**src/verilog/device_config_latches_pkg.sv**
```systemverilog
package device_config_latches_pkg;

	// Register bus geometry
	localparam int unsigned ADDR_W = 4;
	localparam int unsigned DATA_W = 8;
	localparam int unsigned LATCH_BYTES = 4;

	// Latch array offsets
	localparam logic [3:0] PORT_RESET_DRIVE_LOW_OFS = 4'h0;
	localparam logic [3:0] PORT_RESET_DRIVE_HIGH_OFS = 4'h1;
	localparam logic [3:0] RESET_PIN_AND_PORT_CFG_OFS = 4'h2;
	localparam logic [3:0] BOOT_AND_DEBUG_CFG_OFS = 4'h3;
	// Read-only copies of the configuration in force
	localparam logic [3:0] APPLIED_BASE_OFS = 4'h4;
	localparam logic [3:0] APPLIED_LAST_OFS = 4'h7;
	// Status: bit 0 applied, bit 1 pending
	localparam logic [3:0] CONFIG_STATUS_OFS = 4'h8;
	localparam int unsigned STATUS_APPLIED_BIT = 0;
	localparam int unsigned STATUS_PENDING_BIT = 1;

	// Field positions
	localparam int unsigned DRIVE_MODE_W = 2;
	localparam int unsigned NUM_PORTS = 9;
	localparam int unsigned RESET_PIN_BIT = 7;
	localparam int unsigned BOOT_SPEED_BIT = 0;
	localparam int unsigned DEBUG_SEL_LSB = 1;
	localparam int unsigned CORR_EN_BIT = 3;
	localparam int unsigned PHASE_LSB = 4;
	localparam int unsigned PHASE_W = 4;

	// Implemented bits of each latch byte
	localparam logic [7:0] LATCH0_MASK = 8'hFF;
	localparam logic [7:0] LATCH1_MASK = 8'hFF;
	localparam logic [7:0] LATCH2_MASK = 8'h83;
	localparam logic [7:0] LATCH3_MASK = 8'hFF;

	// Factory contents
	localparam logic [7:0] LATCH0_RST = 8'h00;
	localparam logic [7:0] LATCH1_RST = 8'h00;
	localparam logic [7:0] LATCH2_RST = 8'h00;
	localparam logic [7:0] LATCH3_RST = 8'h02;

	// Boot clock rates
	localparam logic [5:0] BOOT_CLK_SLOW_MHZ = 6'h0C;
	localparam logic [5:0] BOOT_CLK_FAST_MHZ = 6'h30;

	typedef enum logic [1:0] {
		DRIVE_HIZ_ANALOG = 2'h0,
		DRIVE_HIZ_DIGITAL = 2'h1,
		DRIVE_PULL_UP = 2'h2,
		DRIVE_PULL_DOWN = 2'h3
	} drive_mode_e;

	typedef enum logic [1:0] {
		DBG_JTAG5 = 2'h0,
		DBG_JTAG4 = 2'h1,
		DBG_SWD = 2'h2,
		DBG_OFF = 2'h3
	} debug_port_e;

	typedef enum logic {
		ST_LOAD = 1'b0,
		ST_RUN = 1'b1
	} load_state_e;

endpackage
```
**src/verilog/device_config_latches.sv**
```systemverilog
// Overview of operation
// - Four bytes of nonvolatile latches set the configuration out of reset.
// - Two-bit port field: analog hiZ, digital hiZ, pull-up, pull-down.
// - A port's drive mode applies identically to all its pins during reset.
// - Reset pin select: 0 general I/O, 1 external reset input.
// - Boot clock speed: 0 gives 12 MHz, 1 gives 48 MHz.
// - Debug select: 5-wire JTAG, 4-wire JTAG, serial wire, or disabled.
// - Correction enable: 0 spare flash holds data, 1 holds correction bytes.
// - Four-bit digital clock phase delay passes to clock distribution.
// - Byte 3: speed bit 0, debug bits 2:1, correction 3, phase 7:4.
module device_config_latches
	import device_config_latches_pkg::*;
#(
	parameter int unsigned PINS_PER_PORT = 8,
	parameter logic RESET_PIN_DEFAULT = 1'b0,
	parameter logic [3:0] PHASE_DELAY_DEFAULT = 4'h0
) (
	// Clock and resets
	input wire logic sys_clk_i,
	input wire logic rst_n_i,
	input wire logic por_n_i,
	// Register port
	input wire logic [ADDR_W-1:0] addr_i,
	input wire logic [DATA_W-1:0] wdata_i,
	input wire logic wr_i,
	input wire logic rd_i,
	output logic [DATA_W-1:0] rdata_o,
	// Port reset drive modes
	output logic [NUM_PORTS*DRIVE_MODE_W-1:0] port_reset_drive_mode_o,
	output logic [NUM_PORTS*PINS_PER_PORT*DRIVE_MODE_W-1:0]
		pin_reset_drive_mode_o,
	// Shared pin use
	output logic reset_pin_select_o,
	output logic shared_pin_gpio_o,
	// Boot clock
	output logic boot_clock_speed_o,
	output logic [5:0] boot_clock_mhz_o,
	// Debug port
	output logic [1:0] debug_port_select_o,
	output logic jtag5_en_o,
	output logic jtag4_en_o,
	output logic swd_en_o,
	output logic debug_off_o,
	// Flash spare region and clock phase
	output logic correction_region_enable_o,
	output logic [PHASE_W-1:0] digital_clock_phase_delay_o,
	// Status
	output logic config_applied_o
);

	timeunit 1ns;
	timeprecision 1ns;

	// Widths of the packed drive mode outputs
	localparam int unsigned PORT_BITS = NUM_PORTS * DRIVE_MODE_W;
	localparam int unsigned PIN_BITS = PORT_BITS * PINS_PER_PORT;
	// Factory bytes with the parameter defaults merged in
	localparam logic [7:0] LATCH2_DEF =
		LATCH2_RST | ({7'h00, RESET_PIN_DEFAULT} << RESET_PIN_BIT);
	localparam logic [7:0] LATCH3_DEF =
		(LATCH3_RST & 8'h0F) | {PHASE_DELAY_DEFAULT, 4'h0};
	localparam logic [1:0] DEBUG_DEF = LATCH3_DEF[DEBUG_SEL_LSB +: 2];

	// Nonvolatile image and the copy in force
	logic [7:0] config_latch_reg [LATCH_BYTES];
	logic [7:0] applied_reg [LATCH_BYTES];
	load_state_e state_reg;
	load_state_e state_next;
	logic capture;
	logic pending;
	logic [DATA_W-1:0] rdata_next;

	// Implemented bits of a latch byte
	function automatic logic [7:0] byte_mask(input logic [1:0] idx);
		case (idx)
			2'h0: byte_mask = LATCH0_MASK;
			2'h1: byte_mask = LATCH1_MASK;
			2'h2: byte_mask = LATCH2_MASK;
			default: byte_mask = LATCH3_MASK;
		endcase
	endfunction

	// Factory value of a latch byte
	function automatic logic [7:0] byte_default(input logic [1:0] idx);
		case (idx)
			2'h0: byte_default = LATCH0_RST;
			2'h1: byte_default = LATCH1_RST;
			2'h2: byte_default = LATCH2_DEF;
			default: byte_default = LATCH3_DEF;
		endcase
	endfunction

	// Port fields packed: byte 2 low bits over bytes 1 and 0
	function automatic logic [PORT_BITS-1:0] port_modes(
		input logic [7:0] b0,
		input logic [7:0] b1,
		input logic [7:0] b2
	);
		port_modes = {b2[DRIVE_MODE_W-1:0], b1, b0};
	endfunction

	// One port mode fanned out to every pin of that port
	function automatic logic [PIN_BITS-1:0] pin_modes(
		input logic [PORT_BITS-1:0] ports
	);
		logic [PIN_BITS-1:0] res;
		res = '0;
		for (int p = 0; p < NUM_PORTS; p++) begin
			for (int k = 0; k < PINS_PER_PORT; k++) begin
				res[(p*PINS_PER_PORT+k)*DRIVE_MODE_W +: DRIVE_MODE_W] =
					ports[p*DRIVE_MODE_W +: DRIVE_MODE_W];
			end
		end
		pin_modes = res;
	endfunction

	// Debug select field of byte 3
	function automatic logic [1:0] dbg_field(input logic [7:0] b3);
		dbg_field = b3[DEBUG_SEL_LSB +: 2];
	endfunction

	// Phase delay field of byte 3
	function automatic logic [PHASE_W-1:0] phase_field(input logic [7:0] b3);
		phase_field = b3[PHASE_LSB +: PHASE_W];
	endfunction

	// Boot clock rate in MHz for a speed bit
	function automatic logic [5:0] boot_mhz(input logic fast);
		boot_mhz = fast ? BOOT_CLK_FAST_MHZ : BOOT_CLK_SLOW_MHZ;
	endfunction

	// Load sequence: one capture cycle after reset release
	always_comb begin
		state_next = state_reg;
		case (state_reg)
			ST_LOAD: state_next = ST_RUN;
			ST_RUN: state_next = ST_RUN;
			default: state_next = ST_LOAD;
		endcase
	end

	// High for the single capture cycle after release
	assign capture = (state_reg == ST_LOAD);

	// Re-armed by every device reset
	always_ff @(posedge sys_clk_i or negedge rst_n_i) begin
		if (!rst_n_i) begin
			state_reg <= ST_LOAD;
		end else begin
			state_reg <= state_next;
		end
	end

	// Latch array: loaded with factory bytes only at power-on, survives device reset
	always_ff @(posedge sys_clk_i or negedge por_n_i) begin
		if (!por_n_i) begin
			for (int i = 0; i < LATCH_BYTES; i++) begin
				config_latch_reg[i] <= byte_default(2'(i));
			end
		end else if (wr_i && addr_i < APPLIED_BASE_OFS) begin
			// Offsets 4 and up are read-only
			// Reserved bits of byte 2 are masked off on the way in
			// Each write wears the cell; no rate limit enforced here
			config_latch_reg[addr_i[1:0]] <=
				wdata_i & byte_mask(addr_i[1:0]);
		end
	end

	// Working copy taken once per reset, then frozen
	always_ff @(posedge sys_clk_i or negedge rst_n_i) begin
		if (!rst_n_i) begin
			for (int i = 0; i < LATCH_BYTES; i++) begin
				applied_reg[i] <= byte_default(2'(i));
			end
		end else if (capture) begin
			for (int i = 0; i < LATCH_BYTES; i++) begin
				applied_reg[i] <= config_latch_reg[i];
			end
		end
	end

	// Port drive modes
	always_ff @(posedge sys_clk_i or negedge rst_n_i) begin
		if (!rst_n_i) begin
			port_reset_drive_mode_o <= port_modes(LATCH0_RST, LATCH1_RST,
				LATCH2_DEF);
			pin_reset_drive_mode_o <= pin_modes(port_modes(LATCH0_RST,
				LATCH1_RST, LATCH2_DEF));
		end else if (capture) begin
			port_reset_drive_mode_o <= port_modes(config_latch_reg[0],
				config_latch_reg[1], config_latch_reg[2]);
			// Pins copy their port field, so no pin can differ
			pin_reset_drive_mode_o <= pin_modes(port_modes(
				config_latch_reg[0], config_latch_reg[1],
				config_latch_reg[2]));
		end
	end

	// Shared reset / general I/O pin
	always_ff @(posedge sys_clk_i or negedge rst_n_i) begin
		if (!rst_n_i) begin
			reset_pin_select_o <= RESET_PIN_DEFAULT;
			shared_pin_gpio_o <= !RESET_PIN_DEFAULT;
		end else if (capture) begin
			reset_pin_select_o <= config_latch_reg[2][RESET_PIN_BIT];
			shared_pin_gpio_o <= !config_latch_reg[2][RESET_PIN_BIT];
		end
	end

	// Boot clock speed
	always_ff @(posedge sys_clk_i or negedge rst_n_i) begin
		if (!rst_n_i) begin
			boot_clock_speed_o <= LATCH3_RST[BOOT_SPEED_BIT];
			boot_clock_mhz_o <= boot_mhz(LATCH3_RST[BOOT_SPEED_BIT]);
		end else if (capture) begin
			boot_clock_speed_o <= config_latch_reg[3][BOOT_SPEED_BIT];
			boot_clock_mhz_o <=
				boot_mhz(config_latch_reg[3][BOOT_SPEED_BIT]);
		end
	end

	// Debug port selection and one-hot enables
	always_ff @(posedge sys_clk_i or negedge rst_n_i) begin
		if (!rst_n_i) begin
			debug_port_select_o <= DEBUG_DEF;
			jtag5_en_o <= (DEBUG_DEF == DBG_JTAG5);
			jtag4_en_o <= (DEBUG_DEF == DBG_JTAG4);
			swd_en_o <= (DEBUG_DEF == DBG_SWD);
			debug_off_o <= (DEBUG_DEF == DBG_OFF);
		end else if (capture) begin
			// Decoded once here so the enables stay one-hot flops
			debug_port_select_o <= dbg_field(config_latch_reg[3]);
			jtag5_en_o <= dbg_field(config_latch_reg[3]) == DBG_JTAG5;
			jtag4_en_o <= dbg_field(config_latch_reg[3]) == DBG_JTAG4;
			swd_en_o <= dbg_field(config_latch_reg[3]) == DBG_SWD;
			debug_off_o <= dbg_field(config_latch_reg[3]) == DBG_OFF;
		end
	end

	// Spare flash use and clock phase delay
	always_ff @(posedge sys_clk_i or negedge rst_n_i) begin
		if (!rst_n_i) begin
			correction_region_enable_o <= LATCH3_RST[CORR_EN_BIT];
			digital_clock_phase_delay_o <= PHASE_DELAY_DEFAULT;
		end else if (capture) begin
			correction_region_enable_o <=
				config_latch_reg[3][CORR_EN_BIT];
			digital_clock_phase_delay_o <=
				phase_field(config_latch_reg[3]);
		end
	end

	// Applied flag rises on the capture edge itself
	always_ff @(posedge sys_clk_i or negedge rst_n_i) begin
		if (!rst_n_i) begin
			config_applied_o <= 1'b0;
		end else begin
			config_applied_o <= (state_next == ST_RUN);
		end
	end

	// Latch contents differ from the configuration in force
	always_comb begin
		pending = 1'b0;
		for (int i = 0; i < LATCH_BYTES; i++) begin
			if (config_latch_reg[i] != applied_reg[i]) begin
				pending = 1'b1;
			end
		end
	end

	// Read decode; unmapped offsets read zero
	always_comb begin
		rdata_next = '0;
		case (addr_i)
			PORT_RESET_DRIVE_LOW_OFS,
			PORT_RESET_DRIVE_HIGH_OFS,
			RESET_PIN_AND_PORT_CFG_OFS,
			BOOT_AND_DEBUG_CFG_OFS: begin
				rdata_next = config_latch_reg[addr_i[1:0]];
			end
			CONFIG_STATUS_OFS: begin
				rdata_next[STATUS_APPLIED_BIT] = config_applied_o;
				rdata_next[STATUS_PENDING_BIT] = pending;
			end
			default: begin
				// Applied copies sit four bytes above the latches
				if (addr_i >= APPLIED_BASE_OFS &&
					addr_i <= APPLIED_LAST_OFS) begin
					rdata_next = applied_reg[addr_i[1:0]];
				end
			end
		endcase
	end

	// Read data valid for exactly the cycle after the strobe
	always_ff @(posedge sys_clk_i or negedge rst_n_i) begin
		if (!rst_n_i) begin
			rdata_o <= '0;
		end else if (rd_i) begin
			rdata_o <= rdata_next;
		end else begin
			rdata_o <= '0;
		end
	end

endmodule

```
**config.mk**
```make
export PLATFORM = sky130hd
export DESIGN_NAME = device_config_latches
export DESIGN_NICKNAME = d
export VERILOG_FILES = /design/src/verilog/device_config_latches_pkg.sv /design/src/verilog/device_config_latches.sv
export SDC_FILE = /design/constraint.sdc
export NUM_CORES = 1
export LEC_CHECK = 0
export BUFFER_PORTS_ARGS = -buffer_cell sky130_fd_sc_hd__buf_2
export CORE_MARGIN = 5
export CORE_UTILIZATION = 49
export CTS_CLUSTER_DIAMETER = 120
export DETAILED_ROUTE_END_ITERATION = 10
export GPL_ROUTABILITY_DRIVEN = 0
export PLACE_DENSITY_LB_ADDON = 0.15
export SYNTH_ARGS = -nofsm -noshare
export SYNTH_HDL_FRONTEND = slang
export SYNTH_SLANG_ARGS = --single-unit
```
**constraint.sdc**
```tcl
create_clock -name sys_clk_i -period 1.7 [get_ports sys_clk_i]
set_input_delay 0.51 -clock sys_clk_i [delete_from_list [all_inputs] [get_ports sys_clk_i]]
set_output_delay 0.51 -clock sys_clk_i [all_outputs]
set_load 0.01 [all_outputs]
```
-- Word level (Yosys, flattened, before mapping)
Cells that the tools add are included.
- muxes and demuxes: 20
- $lt $le $gt $ge: 5
- reductions and logical operators: 7
- bitwise gates (word level): 2
- equal/unequal tests: 12
- operators with widths (operator ; count):
    $mux 8 ; 8
    $bmux 8 s2 ; 2
    $bwmux 32 ; 1
    $ne 8x8->1 ; 4
    $demux 8 s2 ; 1
    $pmux 6 s2 ; 1
    $and 8x8->8 ; 1
    $eq 4x2->1 const B ; 2
    $mux 7 ; 1
    $eq 2x2->1 const B ; 3
    $mux 6 ; 1
    $eq 4x1->1 const B ; 1
    $eq 4x4->1 const B ; 1
    $ge 4x3->1 const B ; 1
    $le 4x3->1 const B ; 1
    $logic_not 4->1 ; 1
    $lt 4x3->1 const B ; 1
    $mux 1 ; 4
    $pmux 2 s2 ; 1
    $reduce_or 4->1 ; 1
    $ge 3x3->1 const B ; 1
    $logic_and 1x1->1 ; 3
    $lt 3x1->1 const B ; 1
    $not 2->3 ; 1
    3 further kinds ; 3
- output and inout port bits: 191
- logic and storage cells: 69
- register bits: 255
- input bits: 17

-- Logic depth before layout (Yosys ltp)
- depth after elaboration: 7
- gate-level depth with buffers: 6
- depth with buffers taken out: 5

-- Least setup slack after synthesis
OpenSTA, ideal clock, no wires.
- path kind: input-to-reg
- start: input port addr_i[0]
- end: register rdata_o[3]
- library setup time: 0.125 ns
- data required time: 1.575 ns
- cell stages on the path: 5
- buffers on the path: 2
- data arrival time: 1.429 ns
- slack: 0.146 ns
- cells stage by stage: buf_6 -> buf_12 -> mux4_2 -> mux2i_1 -> nor2_1
- word-level cells in the longest chain between the ends: 7
- elaborated cells on any way between the ends: 19
- classes of those cells: 2 x order compare; 4 x eq/ne; 9 x mux; 1 x bitwise; 3 x reduce/logical
- RTL lines (item ; RTL line ; text):
    start, declared ; device_config_latches.sv:23 ; input wire logic [ADDR_W-1:0] addr_i,
    $not 2->3 (implied by the code) ; device_config_latches.sv:280, device_config_latches.sv:290 ;
    $bmux 8 s2 ; device_config_latches.sv:290 ; rdata_next = applied_reg[addr_i[1:0]];
    $mux 8 (implied by the code) (2 in series) ; device_config_latches.sv:290 ;
    $mux 8 ; device_config_latches.sv:288 ; if (addr_i >= APPLIED_BASE_OFS &&
    $pmux 6 s2 (*) ; device_config_latches.sv:275 ; case (addr_i)
    $mux 8 (*) ; device_config_latches.sv:300 ; end else if (rd_i) begin
    end signal, assigned ; device_config_latches.sv:301 ; rdata_o <= rdata_next;
    end, declared ; device_config_latches.sv:27 ; output logic [DATA_W-1:0] rdata_o,
Mark *: on every way between the ends. The rest lies on a longest branch, timed or not. The select of a mux whose other input is x is not followed.
A chain may end at the register's enable or synchronous reset.

==> key figures <==
Status
  – Outcome: completed

Drt
  – Drt total wl: 10400 um
  – Drt pass-1 iters: 4
  – Post-DR vias/cell: 4.85
  – DRT iter0 DRCs: 88
  – Remaining antenna violation count: 0
  – Drc violations: 0
  – Routed len/inst: 16.4 um
  – Via count: 3055

Placement
  – Buffers on Ports: 205
  – Detail Placement HPWL: 7740 um

Floorplanning
  – Num rows: 37
  – Initial core utilization: 49.6%
  – DIE AREA: 0.0125 mm2
  – Chip height: between 100 and 150 um
  – Ports: between 200 and 250
  – Die X: 112 um
  – Core ar.: 0.0102 mm2

CTS
  – Post-CTS Setup Repair Bufs: 0
  – Cts repair resizes: 0
  – Hold_buf cts: 0
  – TritonCTS clock tree: built
  – Root buf cell: clkbuf_8
  – Skew-Pair Late Insertion Delay: between 300 and 400 ps
  – TritonCTS Buffers: 9
  – CTS H-tree depth: 3
  – Clk sinks: 79
  – Clk buf depth: 2
  – Clock transition at the registers of the reported paths: 80 ps

Worst setup path
  – Reg-to-reg endpoint: rdata_o[0]
  – Setup CP Type: reg2out
  – CP Data Arrival Time: 1090 ps
  – Critical Path Source Type: flip-flop
  – Worst EP required: 1190 ps
  – CP max stage delay: 540 ps
  – Slowest library cell on the worst path: dfrtp_1
  – Crit. End Element: output port
  – Worst-path fanout max: 12
  – Crit-path cells: buf_2
  – Reg2reg path depth: 5
  – Worst R2R Setup Slack: approximately 170 ps
  – CP Buf/Inv Count: 1
  – Reg-to-Reg Start: config_latch_reg[0]
  – CP delay by family, top: flip-flops

Power
  – Pwr dens: 1350 mW/mm2
  – Leak: 0.00285 uW
  – Max rail drop VDD: 0.566 mV

Cells and area
  – Final core utilization: 52.1%
  – Share of layout cells above drive strength 1: 65.6%
  – # diodes: 0
  – Max FFs per register: 32
  – Fin nets: slightly above 500
  – Syn-to-layout area delta: 5.08%

Logic synthesis
  – Top post-synthesis cells by area: dfrtp_1, buf_4, mux2_2
  – Yosys cell types: 31
  – Post-synth EDFFs: 0
  – Area leader, netlist: dfrtp_1
  – Ys Warns: 0
  – Synth Instances: 430
  – Top_reg_cell synth: dfrtp_1
  – Sequential area share after synthesis: 39.1%
  – Synthesized area: 0.00507 mm2
  – FFs w/ async S/R, synth: 100%
  – Share of the synthesized area in the top cell type: 36.5%
  – FF+latch count, synth: 79
  – Avg Synthesized Cell Area: 11.8 um2

Flow run
  – MaxCap Viol Count: 0

STA
  – Final TNS setup: 0 ps
  – Part of the cycle the worst path needs: 94.2%
  – Min Clock Period, post-route: 1600 ps
  – Max-slew violations: 0
  – Final Hold Vio Count: 0
  – Fin Hold WS: 48.1 ps
  – # setup viols final: 0
  – RSZ-0062 raised after global routing: no
  – Clk_skew: 9.87 ps
  – Fmax: 624 MHz

Global route
  – Number of global-route vias before repair: 2874
  – Tot GR Track Use: 16.3%
  – Initial antenna violation count: 0
  – Total gr overflow: 0
  – First-pass GRT wire length: 16200 um
  – Largest net degree at the start of global routing: 48

Worst hold path
  – Worst Hold Class: in2async
-- synth_stat cells, drive strengths merged (3+ instances only) --
master / instances
nor2: 9
dfrtp: 74
xor2: 32
nor4: 8
o21ai: 6
and2: 6
mux2i: 7
mux4: 16
buf: 181
dfstp: 5
mux2: 59
nand2: 9
nand2b: 3
-- worst max path at each step --
| stage | start | endpoint | slack [ps] | cells past startpoint |
|---|---|---|---|---|
| after floorplan | addr_i[0] | rdata_o[3] | 150 | 5 |
| after global placement | addr_i[0] | rdata_o[0] | -70 | 6 |
| after detailed placement | addr_i[0] | rdata_o[1] | -90 | 5 |
| after CTS | applied_reg[9] | pin_reset_drive_mode_o[139] | 70 | 1 |
| after global routing | port_reset_drive_mode_o[7] | pin_reset_drive_mode_o[57] | 4 | 1 |
| final | port_reset_drive_mode_o[7] | pin_reset_drive_mode_o[55] | 100 | 1 |
-- report_power, final --
group          switching [uW]  total (uW)  internal (uW)
logic                    1530        2980           1450
clock network             664        1380            713
registers                 559        2830           2270
total                    2760        7190           4430
-- cell usage in the layout (no fill, tap or decap) --
cell type	instances
buf_2	205
nor2_1	8
bufinv_16	1
o21ai_1	1
and2_1	6
nand2_1	8
buf_12	4
mux4_1	7
dfrtp_2	3
clkinv_2	3
nor4_1	8
a31oi_1	1
nand4_1	2
o21ai_0	5
mux2i_1	7
mux2_2	59
buf_4	21
dfrtp_1	71
nand2_2	1
conb_1	3
nor2b_1	1
o22ai_1	1
clkbuf_8	10
nand3b_1	2
nand2b_1	3
nor3b_4	1
dfstp_2	5
mux4_2	9
xor2_1	32
nand4b_1	1
clkbuf_1	2
nand3_2	1
nor2_4	1
o31ai_1	1
-- through the flow --
step / cells / worst slack, ps / cell area, um2 / power (uW)
detailed placement: 614 / -87.6 / 5140 / 5900
global route: 630 / 4.08 / 5330 / 7670
floorplan: 431 / 146 / 5070 / 5840
global placement: 614 / -67.4 / 5140 / 5880
finish: 630 / 98.3 / 5330 / 7190
CTS: 630 / 74.5 / 5330 / 7290
-- cells by family after synthesis --
logic type	Yosys count	synth area share, %
AND/OR/NAND/NOR	43	5.03
other	2	0.148
AO/OA/AOI/OAI	9	0.987
flip-flops	79	39.1
buffers and inverters	183	27.1
multiplexers	82	22.1
XOR/XNOR	32	5.53
-- worst reg2reg max path: cells and delay by family (launching register included) --
family	cells	cell delay, ps
AOI/OAI and AO/OA	2	200
DFF	1	460
muxes	1	480
and+or+nand+nor	2	290
-- metal layers --
metal  vias up  routed length [um]  global-route usage, %  part of all wire, %
li1       1405                   -                      -                    -
met1      1481                4250                   21.7                   41
met2       156                5080                   26.8                   49
met3        13                 881                   3.59                  8.5
met4         0                 151                   5.19                  1.5
met5         -                   0                      0                    0
-- layout make-up --
| cell class | count | area (um2) |
|---|---|---|
| Clock buffer | 12 | 145 |
| Clock inverter | 4 | 45.0 |
| Fill cell | 938 | 4900 |
| Multi-Input combinational cell | 169 | 1720 |
| Sequential cell | 79 | 1990 |
| Tap cell | 136 | 170 |
| Timing Repair Buffer | 230 | 1260 |
Power figures use the tool's default switching activity.
